`src/rtc_map.svh`:
```
/*
  Register offsets, field positions, reset values and timing counts of the
  seconds counter block.
  Assumes inclusion by bare name from the design modules.
*/
`ifndef RTC_MAP_SVH
`define RTC_MAP_SVH

`define MISC_CONFIG_OFS     12'h500
`define ELAPSED_SECONDS_OFS 12'h50C
`define IRQ_STATUS_OFS      12'h510
`define IRQ_MASK_OFS        12'h514

`define MISC_CLEAR_BIT      0
`define MISC_LOSS_BIT       1
`define MISC_SPARE_LSB      2

`define IRQ_TICK_BIT        0
`define IRQ_LOSS_BIT        1

`define MISC_CONFIG_RST     32'h0000_0000
`define IRQ_MASK_RST        2'h0
`define IRQ_STATUS_RST      2'h0

`define XTAL_HZ             32768
`define XTAL_EDGES_PER_SEC  15'h7FFF

`endif

```
`src/rtc_pkg.sv`:
```
/*
  Types shared by the seconds counter block.
  Assumes rtc_map.svh is on the include path.
*/
package rtc_pkg;
  typedef logic [31:0] word_t;
  typedef logic [14:0] presc_t;
  typedef logic [1:0]  irq_t;
  typedef logic [11:0] ofs_t;
endpackage

```
`src/tick_if.sv`:
```
/*
  Carrier between the crystal divider and the register block.
  Assumes one clock domain, clk_i.
*/
interface tick_if;
  logic sec_tick;
  logic xtal_level;
  modport src (output sec_tick, output xtal_level);
  modport dst (input  sec_tick, input  xtal_level);
endinterface

```
`src/xtal_divider.sv`:
```
/*
  Samples the crystal pin and divides its edges down to a one-second pulse.
  Assumes clk_i is far faster than the crystal; backup_ok_i low clears it.
*/
`include "rtc_map.svh"
module xtal_divider (
  input  wire logic clk_i,
  input  wire logic crystal_in_i,
  input  wire logic backup_ok_i,
  tick_if.src       tick
);
  logic           sync1_r;
  logic           sync2_r;
  logic           last_r;
  rtc_pkg::presc_t presc_r;
  logic           edge_w;

  // Two-stage sampler; first stage feeds only the second
  always_ff @(posedge clk_i)
  begin
    sync1_r <= crystal_in_i;
    sync2_r <= sync1_r;
    last_r  <= sync2_r;
  end

  assign edge_w = sync2_r & ~last_r;

  // No system reset here: the divider lives on the battery
  always_ff @(posedge clk_i)
  begin
    if (!backup_ok_i)
      presc_r <= '0;
    else if (edge_w)
      presc_r <= presc_r + 15'h0001;
  end

  assign tick.sec_tick   = edge_w & backup_ok_i & (presc_r == `XTAL_EDGES_PER_SEC);
  assign tick.xtal_level = sync2_r;
endmodule // xtal_divider

```
`src/apb_decode.sv`:
```
/*
  APB address decoder for the seconds counter block.
  Assumes word-aligned 32-bit accesses; paddr low 12 bits decoded.
*/
`include "rtc_map.svh"
module apb_decode (
  input  wire logic [11:0] paddr_i,
  output wire logic        sel_misc_o,
  output wire logic        sel_time_o,
  output wire logic        sel_stat_o,
  output wire logic        sel_mask_o,
  output wire logic        mapped_o
);
  function automatic logic hit(input rtc_pkg::ofs_t a, input rtc_pkg::ofs_t o);
    hit = (a == o);
  endfunction

  assign sel_misc_o = hit(paddr_i, `MISC_CONFIG_OFS);
  assign sel_time_o = hit(paddr_i, `ELAPSED_SECONDS_OFS);
  assign sel_stat_o = hit(paddr_i, `IRQ_STATUS_OFS);
  assign sel_mask_o = hit(paddr_i, `IRQ_MASK_OFS);
  assign mapped_o   = sel_misc_o | sel_time_o | sel_stat_o | sel_mask_o;
endmodule // apb_decode

```
`src/battery_backed_seconds_counter.sv`:
```
/*
  Battery-backed elapsed-seconds counter with APB register access, a sticky
  power-loss flag and a maskable interrupt.
  Assumes one 40 MHz clock, crystal pin sampled synchronously, and an
  external comparator reporting the backup supply as backup_ok_i.
*/
//
// Overview of operation
// - Timebase from 32.768 kHz crystal pins
// - Free-running 32-bit seconds counter
// - Count up once per crystal second
// - Counter read-only at 0x50C, writes ignored
// - No system reset touches the counter
// - Counts seconds since backup supply applied
// - Keeps counting while supply stays good
// - Low backup supply sets power-loss flag
// - Flag holds until clear bit written
// - Config register 0x500 holds clear, status
`include "rtc_map.svh"
module battery_backed_seconds_counter (
  input  wire logic        clk_i,
  input  wire logic        rst_i,
  input  wire logic        crystal_in_i,
  output wire logic        crystal_out_o,
  input  wire logic        backup_ok_i,
  input  wire logic        psel_i,
  input  wire logic        penable_i,
  input  wire logic        pwrite_i,
  input  wire logic [31:0] paddr_i,
  input  wire logic [31:0] pwdata_i,
  output wire logic [31:0] prdata_o,
  output wire logic        pready_o,
  output wire logic        pslverr_o,
  output wire logic        irq_o
);
  tick_if tick ();

  rtc_pkg::word_t seconds_r;
  rtc_pkg::word_t misc_r;
  rtc_pkg::word_t prdata_r;
  rtc_pkg::irq_t  status_r;
  rtc_pkg::irq_t  status_nxt;
  rtc_pkg::irq_t  mask_r;
  logic           loss_r;
  logic           loss_nxt;
  logic           err_r;
  logic           sel_misc;
  logic           sel_time;
  logic           sel_stat;
  logic           sel_mask;
  logic           mapped;
  logic           setup_w;
  logic           wr_w;
  logic           clear_w;

  xtal_divider u_div (
    .clk_i        (clk_i),
    .crystal_in_i (crystal_in_i),
    .backup_ok_i  (backup_ok_i),
    .tick         (tick.src)
  );

  apb_decode u_dec (
    .paddr_i    (paddr_i[11:0]),
    .sel_misc_o (sel_misc),
    .sel_time_o (sel_time),
    .sel_stat_o (sel_stat),
    .sel_mask_o (sel_mask),
    .mapped_o   (mapped)
  );

  // Oscillator inverter back to the crystal
  assign crystal_out_o = ~tick.xtal_level;

  // Battery domain: rst_i deliberately absent, counter only restarts on supply-up
  always_ff @(posedge clk_i)
  begin
    if (!backup_ok_i)
      seconds_r <= '0;
    else if (tick.sec_tick)
      seconds_r <= seconds_r + 32'h0000_0001;
  end

  assign setup_w = psel_i & ~penable_i;
  assign wr_w    = psel_i & penable_i & pwrite_i;
  assign clear_w = wr_w & sel_misc & pwdata_i[`MISC_CLEAR_BIT];

  // Set beats clear so a supply dip during the clear write is not lost
  always_comb
  begin
    loss_nxt = loss_r;
    if (clear_w)
      loss_nxt = 1'b0;
    if (!backup_ok_i)
      loss_nxt = 1'b1;
  end

  // Flag survives system reset: it reports battery history, not boot state
  always_ff @(posedge clk_i)
  begin
    loss_r <= loss_nxt;
  end

  always_ff @(posedge clk_i)
  begin
    if (rst_i)
      misc_r <= `MISC_CONFIG_RST;
    else if (wr_w && sel_misc)
      misc_r <= {pwdata_i[31:`MISC_SPARE_LSB], 2'h0};
  end

  always_comb
  begin
    status_nxt = status_r;
    if (wr_w && sel_stat)
      status_nxt = status_r & ~pwdata_i[1:0];
    if (tick.sec_tick)
      status_nxt[`IRQ_TICK_BIT] = 1'b1;
    if (!backup_ok_i)
      status_nxt[`IRQ_LOSS_BIT] = 1'b1;
  end

  always_ff @(posedge clk_i)
  begin
    if (rst_i)
      status_r <= `IRQ_STATUS_RST;
    else
      status_r <= status_nxt;
  end

  always_ff @(posedge clk_i)
  begin
    if (rst_i)
      mask_r <= `IRQ_MASK_RST;
    else if (wr_w && sel_mask)
      mask_r <= pwdata_i[1:0];
  end

  // Snapshot at setup: one whole word, taken between increments
  always_ff @(posedge clk_i)
  begin
    if (rst_i)
    begin
      prdata_r <= '0;
      err_r    <= 1'b0;
    end
    else if (setup_w)
    begin
      err_r <= ~mapped;
      if (sel_time)
        prdata_r <= seconds_r;
      else if (sel_misc)
        prdata_r <= {misc_r[31:`MISC_SPARE_LSB], loss_r, 1'b0};
      else if (sel_stat)
        prdata_r <= {30'h0, status_r};
      else if (sel_mask)
        prdata_r <= {30'h0, mask_r};
      else
        prdata_r <= '0;
    end
  end

  assign prdata_o  = prdata_r;
  assign pready_o  = 1'b1;
  assign pslverr_o = psel_i & penable_i & err_r;
  assign irq_o     = |(status_r & mask_r);
endmodule // battery_backed_seconds_counter

```
`config.mk`:
```
export PLATFORM = sky130hd
export DESIGN_NAME = battery_backed_seconds_counter
export DESIGN_NICKNAME = d
export VERILOG_FILES = /design/src/rtc_pkg.sv /design/src/tick_if.sv /design/src/xtal_divider.sv /design/src/apb_decode.sv /design/src/battery_backed_seconds_counter.sv
export VERILOG_INCLUDE_DIRS = /design/src
export SDC_FILE = /design/constraint.sdc
export NUM_CORES = 1
export LEC_CHECK = 0
export BUFFER_PORTS_ARGS = -buffer_cell sky130_fd_sc_hd__buf_2
export CORE_MARGIN = 5
export CORE_UTILIZATION = 50
export DETAILED_ROUTE_END_ITERATION = 10
export GPL_TIMING_DRIVEN = 0
export PLACE_DENSITY_LB_ADDON = 0.05
export SLEW_MARGIN = 20
export SYNTH_ARGS = -nofsm -noshare
export SYNTH_HDL_FRONTEND = slang
export SYNTH_SLANG_ARGS = --single-unit
```
`constraint.sdc`:
```
create_clock -name clk_i -period 4.85 [get_ports clk_i]
set_input_delay 0.97 -clock clk_i [delete_from_list [all_inputs] [get_ports clk_i]]
set_output_delay 0.97 -clock clk_i [all_outputs]
set_load 0.01 [all_outputs]
```
==> results of run 1 <==
## metal layers
layer | share of wire [%] | up-vias
met4 | 1.7 | 0
li1 | - | 2335
met1 | 46 | 2176
met5 | 0 | -
met3 | 6.6 | 23
met2 | 46 | 155
## report_power, final
| group | internal [mW] | switching (mW) |
|---|---|---|
| Clock | 0.816 | 0.430 |
| Sequential | 0.988 | 0.0106 |
| Combinational | 0.0474 | 0.0692 |
| Total | 1.85 | 0.509 |
## synth_stat cells, types with 6 or more instances
library cell / number
or3_1: 12
dfxtp_1: 118
inv_1: 7
a221oi_1: 30
nor3_1: 38
o21ai_0: 14
nand2_1: 85
and3_1: 10
or4_1: 8
nand3_1: 16
xnor2_1: 15
and4_1: 9
nand4_1: 13
xor2_1: 14
nor2_1: 71
clkbuf_1: 37
and2_1: 6
nor4_1: 8
a21oi_1: 53
## critical path, stage by stage
cell and delay, ns:
buf_2 0.10, nor4bb_1 0.39, nand3_1 0.33, nor2_1 0.37
clkbuf_1 0.44, a221oi_1 0.19, nor3_1 0.24
## worst min-delay path by stage
stage	start	endpoint	slack (ns)
after floorplan	u_div.sync1_r	u_div.tick.xtal_level	0.31
after global placement	u_div.sync1_r	u_div.tick.xtal_level	0.31
after detailed placement	u_div.sync1_r	u_div.tick.xtal_level	0.32
after CTS	u_div.sync1_r	u_div.tick.xtal_level	0.33
after global routing	u_div.sync1_r	u_div.tick.xtal_level	0.34
final	u_div.sync1_r	u_div.tick.xtal_level	0.33
## state kept, by name (all words and copies together) (netlist names)
name and flops:
seconds_r 32, u_div.presc_r 15, status_r 2, prdata_o 32, u_div.last_r 1, u_div.sync1_r 1, mask_r 2, misc_r 30
u_div.tick.xtal_level 1, err_r 1, loss_r 1
## cell type report
cell class	instances	area share [%]
sequential	118	38.46
inverter	8	0.4889
timing repair buffer	81	6.600
clock buffer	22	7.537
buffer	43	2.893
clock inverter	9	2.037
tap	133	2.709
multi-input combinational	433	39.27
## logic make-up after synthesis
kind of cell | synth area share (%)
XOR/XNOR | 5.098
other | 0.07527
multiplexers | 1.005
AO/OA/AOI/OAI | 13.28
buffers and inverters | 4.169
adder cells (fa/ha/maj) | 0.5022
flip-flops | 47.41
AND/OR/NAND/NOR | 28.45
## per-stage QoR
stage	hold slack [ns]	cells	util (%)	power [mW]	setup WS (ns)
2_1_floorplan	0.3096	602	-	1.081	2.138
3_3_place_gp	0.3107	816	57.09	1.133	1.888
3_5_place_dp	0.3193	816	57.09	1.135	1.760
4_1_cts	0.3324	847	63.13	2.372	2.262
5_1_grt	0.3406	847	63.13	2.437	2.044
6_report	0.3302	847	63.13	2.362	2.260
==> results_dict.tcl, run 1 <==
set metrics [dict create \
    synth_top_area_share_pct 47.41 \
    vias_per_cell 5.536 \
    relSlewSlack_pct 55.96 \
    insertedDiodeCount 0 \
    drc 0 \
    synth_largest_area_cell "dfxtp_1" \
    drtIter0Drc 333 \
    worstMarginPinSlew_ns 0.6605 \
    met2_usage_pct 37.05 \
    synth_cell_types 40 \
    hp-class "reg2reg" \
    layout_commonest_cell "dfxtp_1" \
    ys_top_cells_by_area "dfxtp_1 47%, nand2_1 6.4%, nor2_1 5.3%" \
    outcome "finished, final reports clean" \
    drv_cap 0 \
    cts_buffers 17 \
    fin_crit_sh_pct 53.39 \
    design_area_um2 6142 \
    endpoint "prdata_o[3]" \
    p_leak_nw 2.295 \
    ant_nets 0 \
    avgSynthCellArea_um2 8.276 \
    grt_usage_pct 23.56 \
    dpl-instance-area_um2 5554 \
    ys_warn_count 0 \
    rsz0062_at_grt "no" \
    required_ns 5.27 \
    crit_path_max_fanout 10 \
    powerDensity_nw_per_um2 384.5 \
    drive_above_1_share_pct 17.09 \
    synth_edf_count 0 \
    area_growth_pct 23.28 \
    final.fill_count 889 \
    clock_latency_ns 0.51 \
    ff_latch_area_um2 2362 \
    gp_congestion 0.8392 \
    ff2ff_setup_slack_ns 2.56 \
    rows 36 \
    die_w_um 109.8 \
    dp.final_hpwl_um 9715 \
    cts-hold-fix-buffers 0 \
    post_cts_buffers 0 \
    grt_util_met1_pct 31.81 \
    cp-startpoint "paddr_i[9]" \
    port_buffers 81 \
    grt_use_met3_pct 5.461 \
    grt-ovfl-total 0 \
    cts.htree.levels 4 \
    cts.reportedPaths.clkPinSlew_ns 0.06 \
    fin_tns_setup_ns 0 \
    final_net_count 775 \
    drt-total-wl_um 13470 \
    synth-seq-cells 118 \
    holdPathStages 0 \
    reg2reg_from "u_div.presc_r[0]" \
    cts_root_buf "clkbuf_8" \
    end_kind "flip-flop" \
    postSynthCellCount 602 \
    syn-num-nets 675 \
    final_max_slew_viol_count 0 \
    clkSinkCount 118 \
    start_util_pct 51.21 \
    grt_start_max_net_pins 17 \
    clock_path_buffers 2 \
    peakVddDrop_mv 0.1854 \
    antenna_found_initial 0 \
    synth_flop_cell "dfxtp_1" \
    setup_violations 0 \
    r2r-end "seconds_r[31]" \
    grt_pass1_wl_um 22020 \
    coreArea_um2 9729 \
    wl_per_cell_um 15.90 \
    vias 4689 \
    synth_area_um2 4982 \
    grt_pass1_vias 4465 \
    async_flop_share_pct 0 \
    gr-max-usage-layer "met2" \
    critical_path_class "in2reg" \
    die_y_um 109.8 \
    drtPass1Iterations 5 \
    hold_viol 0 \
    fin_crit_ns 2.590 \
    cts_tree "built" \
    worst_clock_skew_ns 0.007969 \
    r2r.worst_path.cells 6 \
    ios 107 \
    cts_resized 0 \
    max_freq_ghz 0.3862 \
    design.die.area_um2 12060 \
    multiInputGateArea_um2 2412 \
    arrival_ns 3.01 \
    startpoint_type "primary input" \
    most-common-layout-cells "118 x dfxtp_1, 85 x nand2_1, 85 x buf_2" \
    seq_area_frac_synth_pct 47.41 \
]
Note: power is estimated with default switching activity, not from simulation.
==> inputs of run 2 (changes only) <==
- CORE_UTILIZATION: 50 -> 49
- clock period: 4.85 -> 2.2 ns (I/O delays scaled with it)
==> run 2 against run 1 <==
- first-iteration DRC count is 28% lower
- non-clock buffer count is 1 higher
- critical endpoint is now seconds_r[31]
- largest cell class unchanged
- critical path type is now reg2reg
- register-to-register slack worse by 2.5 ns
- clock-buffer cell count is 2 lower
- combinational power is 120% higher
- sequential power is 120% higher
==> results_dict.tcl, run 2 (synthesis gave the netlist of run 1 again) <==
set metrics [dict create \
    ios 107 \
    fin_crit_sh_pct 98.13 \
    cts_tree "built" \
    design.die.area_um2 12280 \
    grt_pass1_vias 4691 \
    place_inst 816 \
    relSlewSlack_pct 60.29 \
    drtPass1Iterations 5 \
    r2r.worst_path.cells 6 \
    vias 4694 \
    worstMarginPinSlew_ns 0.5957 \
    dp.final_hpwl_um 9720 \
    dpl-instance-area_um2 5554 \
    powerDensity_nw_per_um2 852.6 \
    layout_commonest_cell "dfxtp_1" \
    insertedDiodeCount 0 \
    power.total_mw 5.332 \
    drt-total-wl_um 13600 \
    final.fill_count 893 \
    cts.reportedPaths.clkPinSlew_ns 0.06 \
    fin_cells 847 \
    hp-class "in2reg" \
    drv_cap 0 \
    required_ns 2.66 \
    drtIter0Drc 239 \
    rows 36 \
    peakVddDrop_mv 0.4656 \
    cts_root_buf "clkbuf_8" \
    startpoint_type "flip-flop" \
    finalWorstSetupSlack_ns 0.04120 \
    max_freq_ghz 0.4632 \
    hold_viol 0 \
    design_area_um2 6254 \
    outcome "finished, final reports clean" \
    most-common-layout-cells "105 x dfxtp_1, 84 x nand2_1, 82 x buf_2" \
    hold_ws_ns 0.1523 \
    worst_clock_skew_ns 0.008737 \
    holdPathStages 3 \
    critical_path_class "reg2reg" \
    antenna_found_initial 0 \
    setup_violations 0 \
    clock_path_buffers 2 \
    die_w_um 110.8 \
    area_growth_pct 25.51 \
    drc 0 \
    final_max_slew_viol_count 0 \
    crit_path_max_fanout 9 \
    port_buffers 81 \
    rsz0062_at_grt "yes" \
    grt_pass1_wl_um 22840 \
    grt-ovfl-total 0 \
    clkSinkCount 118 \
    grt_start_max_net_pins 17 \
    gp_congestion 0.8460 \
    wl_per_cell_um 16.06 \
    die_y_um 110.8 \
    coreArea_um2 9864 \
    cts_buffers 17 \
    end_kind "flip-flop" \
    arrival_ns 2.61 \
    fin_crit_ns 2.159 \
    start_util_pct 50.51 \
    post-place-ws_ns -0.3771 \
    grt_usage_pct 22.65 \
    vias_per_cell 5.542 \
    clock_latency_ns 0.52 \
    p_leak_nw 2.321 \
    cts.htree.levels 4 \
    ant_nets 0 \
    final_net_count 776 \
    drive_above_1_share_pct 20.31 \
]
run 2: cell count changes in the layout (fill, tap and decap cells not counted), moves of 2 or more:
cell / delta
dfxtp_2: +12
clkbuf_4: +2
dfxtp_1: -13
or4_1: -2
or4_4: +2
bufinv_16: +2
buf_2: -3
ha_1: -2
clkbuf_8: -3
run 2: path summary, 6_finish.rpt:
path | startpoint | to | slack [ns]
setup / recovery | seconds_r[10] | seconds_r[31] | 0.04
hold / removal | pwdata_i[9] | misc_r[9] | 0.15
setup reg to reg | seconds_r[10] | seconds_r[31] | 0.04
hold reg to reg | u_div.sync1_r | u_div.tick.xtal_level | 0.33
run 2: layout make-up:
| cell class | count | area (um2) | area share, % |
|---|---|---|---|
| buffer | 42 | 186.4 | 2.981 |
| clock buffer | 20 | 425.4 | 6.803 |
| tap | 133 | 166.4 | 2.661 |
| multi-input combinational | 433 | 2461 | 39.36 |
| clock inverter | 10 | 180.2 | 2.881 |
| inverter | 8 | 30.03 | 0.4802 |
| sequential | 118 | 2381 | 38.08 |
| timing repair buffer | 83 | 422.9 | 6.763 |
run 2: metrics by stage:
stage               util, %  TNS (ns)
floorplan                 -         0
finish                63.39         0
global placement      56.30    -12.04
CTS                   62.80  -0.02552
detailed placement    56.30    -15.20
global route          63.39  -0.03075
run 2: worst max-delay path, cell delays in order (launching register included):
cell and delay [ns]:
dfxtp_1 0.44, and2_1 0.25, nand3_2 0.10, or4_4 0.52, buf_6 0.15, or4_4 0.48, a21oi_2 0.15
run 2: power breakdown:
group / total (mW) / internal (mW) / leakage (nW) / switching (mW)
clock network: 2.87 / 1.93 / 0.291 / 0.938
logic: 0.261 / 0.107 / 1.07 / 0.154
registers: 2.20 / 2.18 / 0.964 / 0.0231
total: 5.33 / 4.22 / 2.32 / 1.11
run 2: repair_timing:
| item | in CTS | in global routing |
|---|---|---|
| hold buffers | 1 | 0 |
| endpoints found under the setup margin | 3 | 20 |
| buffers inserted | 0 | 1 |
| pin swaps | 1 | 2 |
| hold endpoints to repair | 1 | 0 |
| resized for setup | 12 | 20 |
run 2: metal layers:
metal / share of wire (%) / track usage, %
met2: 46 / 35.84
met5: 0 / 0
met4: 1.9 / 8.456
met1: 47 / 29.74
met3: 5.7 / 5.841
==> inputs of run 3 (changes only) <==
- BUFFER_PORTS_ARGS: -buffer_cell sky130_fd_sc_hd__buf_2 -> -buffer_cell sky130_fd_sc_hd__buf_4
- CTS_CLUSTER_SIZE: default -> 24
- RECOVER_POWER: default -> 50
==> run 3 against run 2 <==
- worst hold slack worse by 0.11 ns
- critical path type unchanged
- the flow now finishes with violations (negative setup slack)
- worst setup slack worse by 0.054 ns
- clock-buffer cell count is 1 lower
- first-iteration DRC count grew 30%
- die area unchanged
==> results_dict.tcl, run 3 (synthesis gave the netlist of run 1 again) <==
set metrics [dict create \
    cts_buffers 17 \
    violations "negative setup slack" \
    start_util_pct 50.51 \
    ios 107 \
    clock_latency_ns 0.52 \
    crit_path_max_incr_delay_ns 0.57 \
    post-place-ws_ns -0.4095 \
    cpMaxStageDelayCell "or4_4" \
    gp_congestion 0.8587 \
    finalWorstSetupSlack_ns -0.01235 \
    outcome "finished, violations left" \
    drive_above_1_share_pct 16.34 \
    most-common-layout-cells "103 x dfxtp_1, 84 x nand2_1, 71 x clkbuf_1, 71 x nor2_1, 52 x a21oi_1" \
    fin_crit_sh_pct 100.6 \
    fin_util_pct 64.57 \
    arrival_ns 2.66 \
    die_y_um 110.8 \
    peakVddDrop_mv 0.5137 \
    ant_nets 0 \
    final.fill_count 887 \
    port_buffers 81 \
    crit_path_frequent_cell "or4_4" \
    grt_pass1_wl_um 23060 \
    vias_per_cell 5.661 \
    end_kind "flip-flop" \
    cts.reportedPaths.clkPinSlew_ns 0.06 \
    rsz0062_at_grt "yes" \
    cp_cell_sequence "and4b_2 > nand3_4 > or4_4 > buf_4 > or4_4 > a21oi_2" \
    die_w_um 110.8 \
    max_freq_ghz 0.4520 \
    drv_cap 0 \
    insertedDiodeCount 0 \
    setup_violations 1 \
    hold_viol 0 \
    timing.critical_path.buf_inv 1 \
    clock_path_buffers 2 \
    grt_pass1_vias 4615 \
    cts_root_buf "clkbuf_8" \
    cts_tree "built" \
    coreArea_um2 9864 \
    final_net_count 776 \
    layout_commonest_cell "dfxtp_1" \
    hp-class "in2reg" \
    antenna_found_initial 0 \
    wl_per_cell_um 16.36 \
    grt-ovfl-total 0 \
    critical_path_class "reg2reg" \
    startpoint_type "flip-flop" \
    drt-total-wl_um 13890 \
    final_max_slew_viol_count 0 \
    crit_path_max_fanout 9 \
    vias 4806 \
    powerDensity_nw_per_um2 871.0 \
    rows 36 \
    drtPass1Iterations 5 \
    grt_start_max_net_pins 17 \
    path_delay_family "simple AND/OR/NAND/NOR gates" \
    clkSinkCount 118 \
    worstMarginPinSlew_ns 0.6228 \
    dp.final_hpwl_um 9739 \
    grt_usage_pct 22.83 \
    area_growth_pct 27.85 \
    fin_crit_ns 2.212 \
    p_leak_nw 2.237 \
    required_ns 2.65 \
    cts.htree.levels 4 \
    design.die.area_um2 12280 \
    drtIter0Drc 311 \
    worst_clock_skew_ns 0.009701 \
    drc 0 \
    relSlewSlack_pct 58.48 \
]
run 3: cell types whose count changed in the layout (fill, tap and decap cells not counted), moves of 3 or more:
cell,before,now
dfxtp_2,12,15
inv_6,0,4
clkinv_2,3,0
clkbuf_1,38,71
buf_2,82,2
buf_4,2,48
run 3: final cells by class:
cell class	count	area, um2	area share, %
Buffer	42	180.2	2.829
Clock buffer	19	441.7	6.934
Clock inverter	13	216.5	3.398
Inverter	8	30.03	0.4714
Multi-Input combinational cell	433	2466	38.72
Sequential cell	118	2381	37.38
Tap cell	133	166.4	2.612
Timing Repair Buffer	83	488.0	7.661
run 3: final timing paths:
check | to | slack (ns) | cells past startpoint | startpoint
worst min-delay path | u_div.sync1_r | 0.05 | 1 | crystal_in_i
worst max-delay path | seconds_r[31] | -0.01 | 6 | u_div.last_r
worst max register to register | seconds_r[31] | -0.01 | 6 | u_div.last_r
worst min register to register | u_div.tick.xtal_level | 0.34 | 0 | u_div.sync1_r
run 3: repair_timing:
action | CTS | global route
hold buffers | 0 | 0
buffers inserted | 1 | 1
resized for setup | 15 | 16
endpoints found under the hold margin | 0 | 0
pin swaps | 1 | 3
endpoints found under the setup margin | 7 | 21
run 3: metal layers:
layer  vias to the layer above  track usage, %  part of all wire (%)
met3                        19           5.404                   6.9
met2                       190           36.17                    46
met4                         0           7.553                   1.5
li1                       2336               -                     -
met5                         -               0                     0
met1                      2261           30.66                    46
run 3: power by group:
part / internal (mW) / leakage (nW) / switching, mW
logic: 0.118 / 0.961 / 0.153
registers: 2.18 / 0.964 / 0.0239
clock network: 2.03 / 0.312 / 1.04
total: 4.33 / 2.24 / 1.22
run 3: metrics by stage:
step	instance area, um2	TNS, ns	total power [mW]	std cells	hold slack (ns)
2_1_floorplan	4982	0	2.383	602	0.3096
3_3_place_gp	5757	-13.50	2.541	816	0.3102
3_5_place_dp	5757	-16.37	2.544	816	0.3175
4_1_cts	6450	-0.02236	5.604	848	0.01249
5_1_grt	6370	-0.1012	5.735	849	0.02867
6_report	6370	-0.01235	5.548	849	0.04624
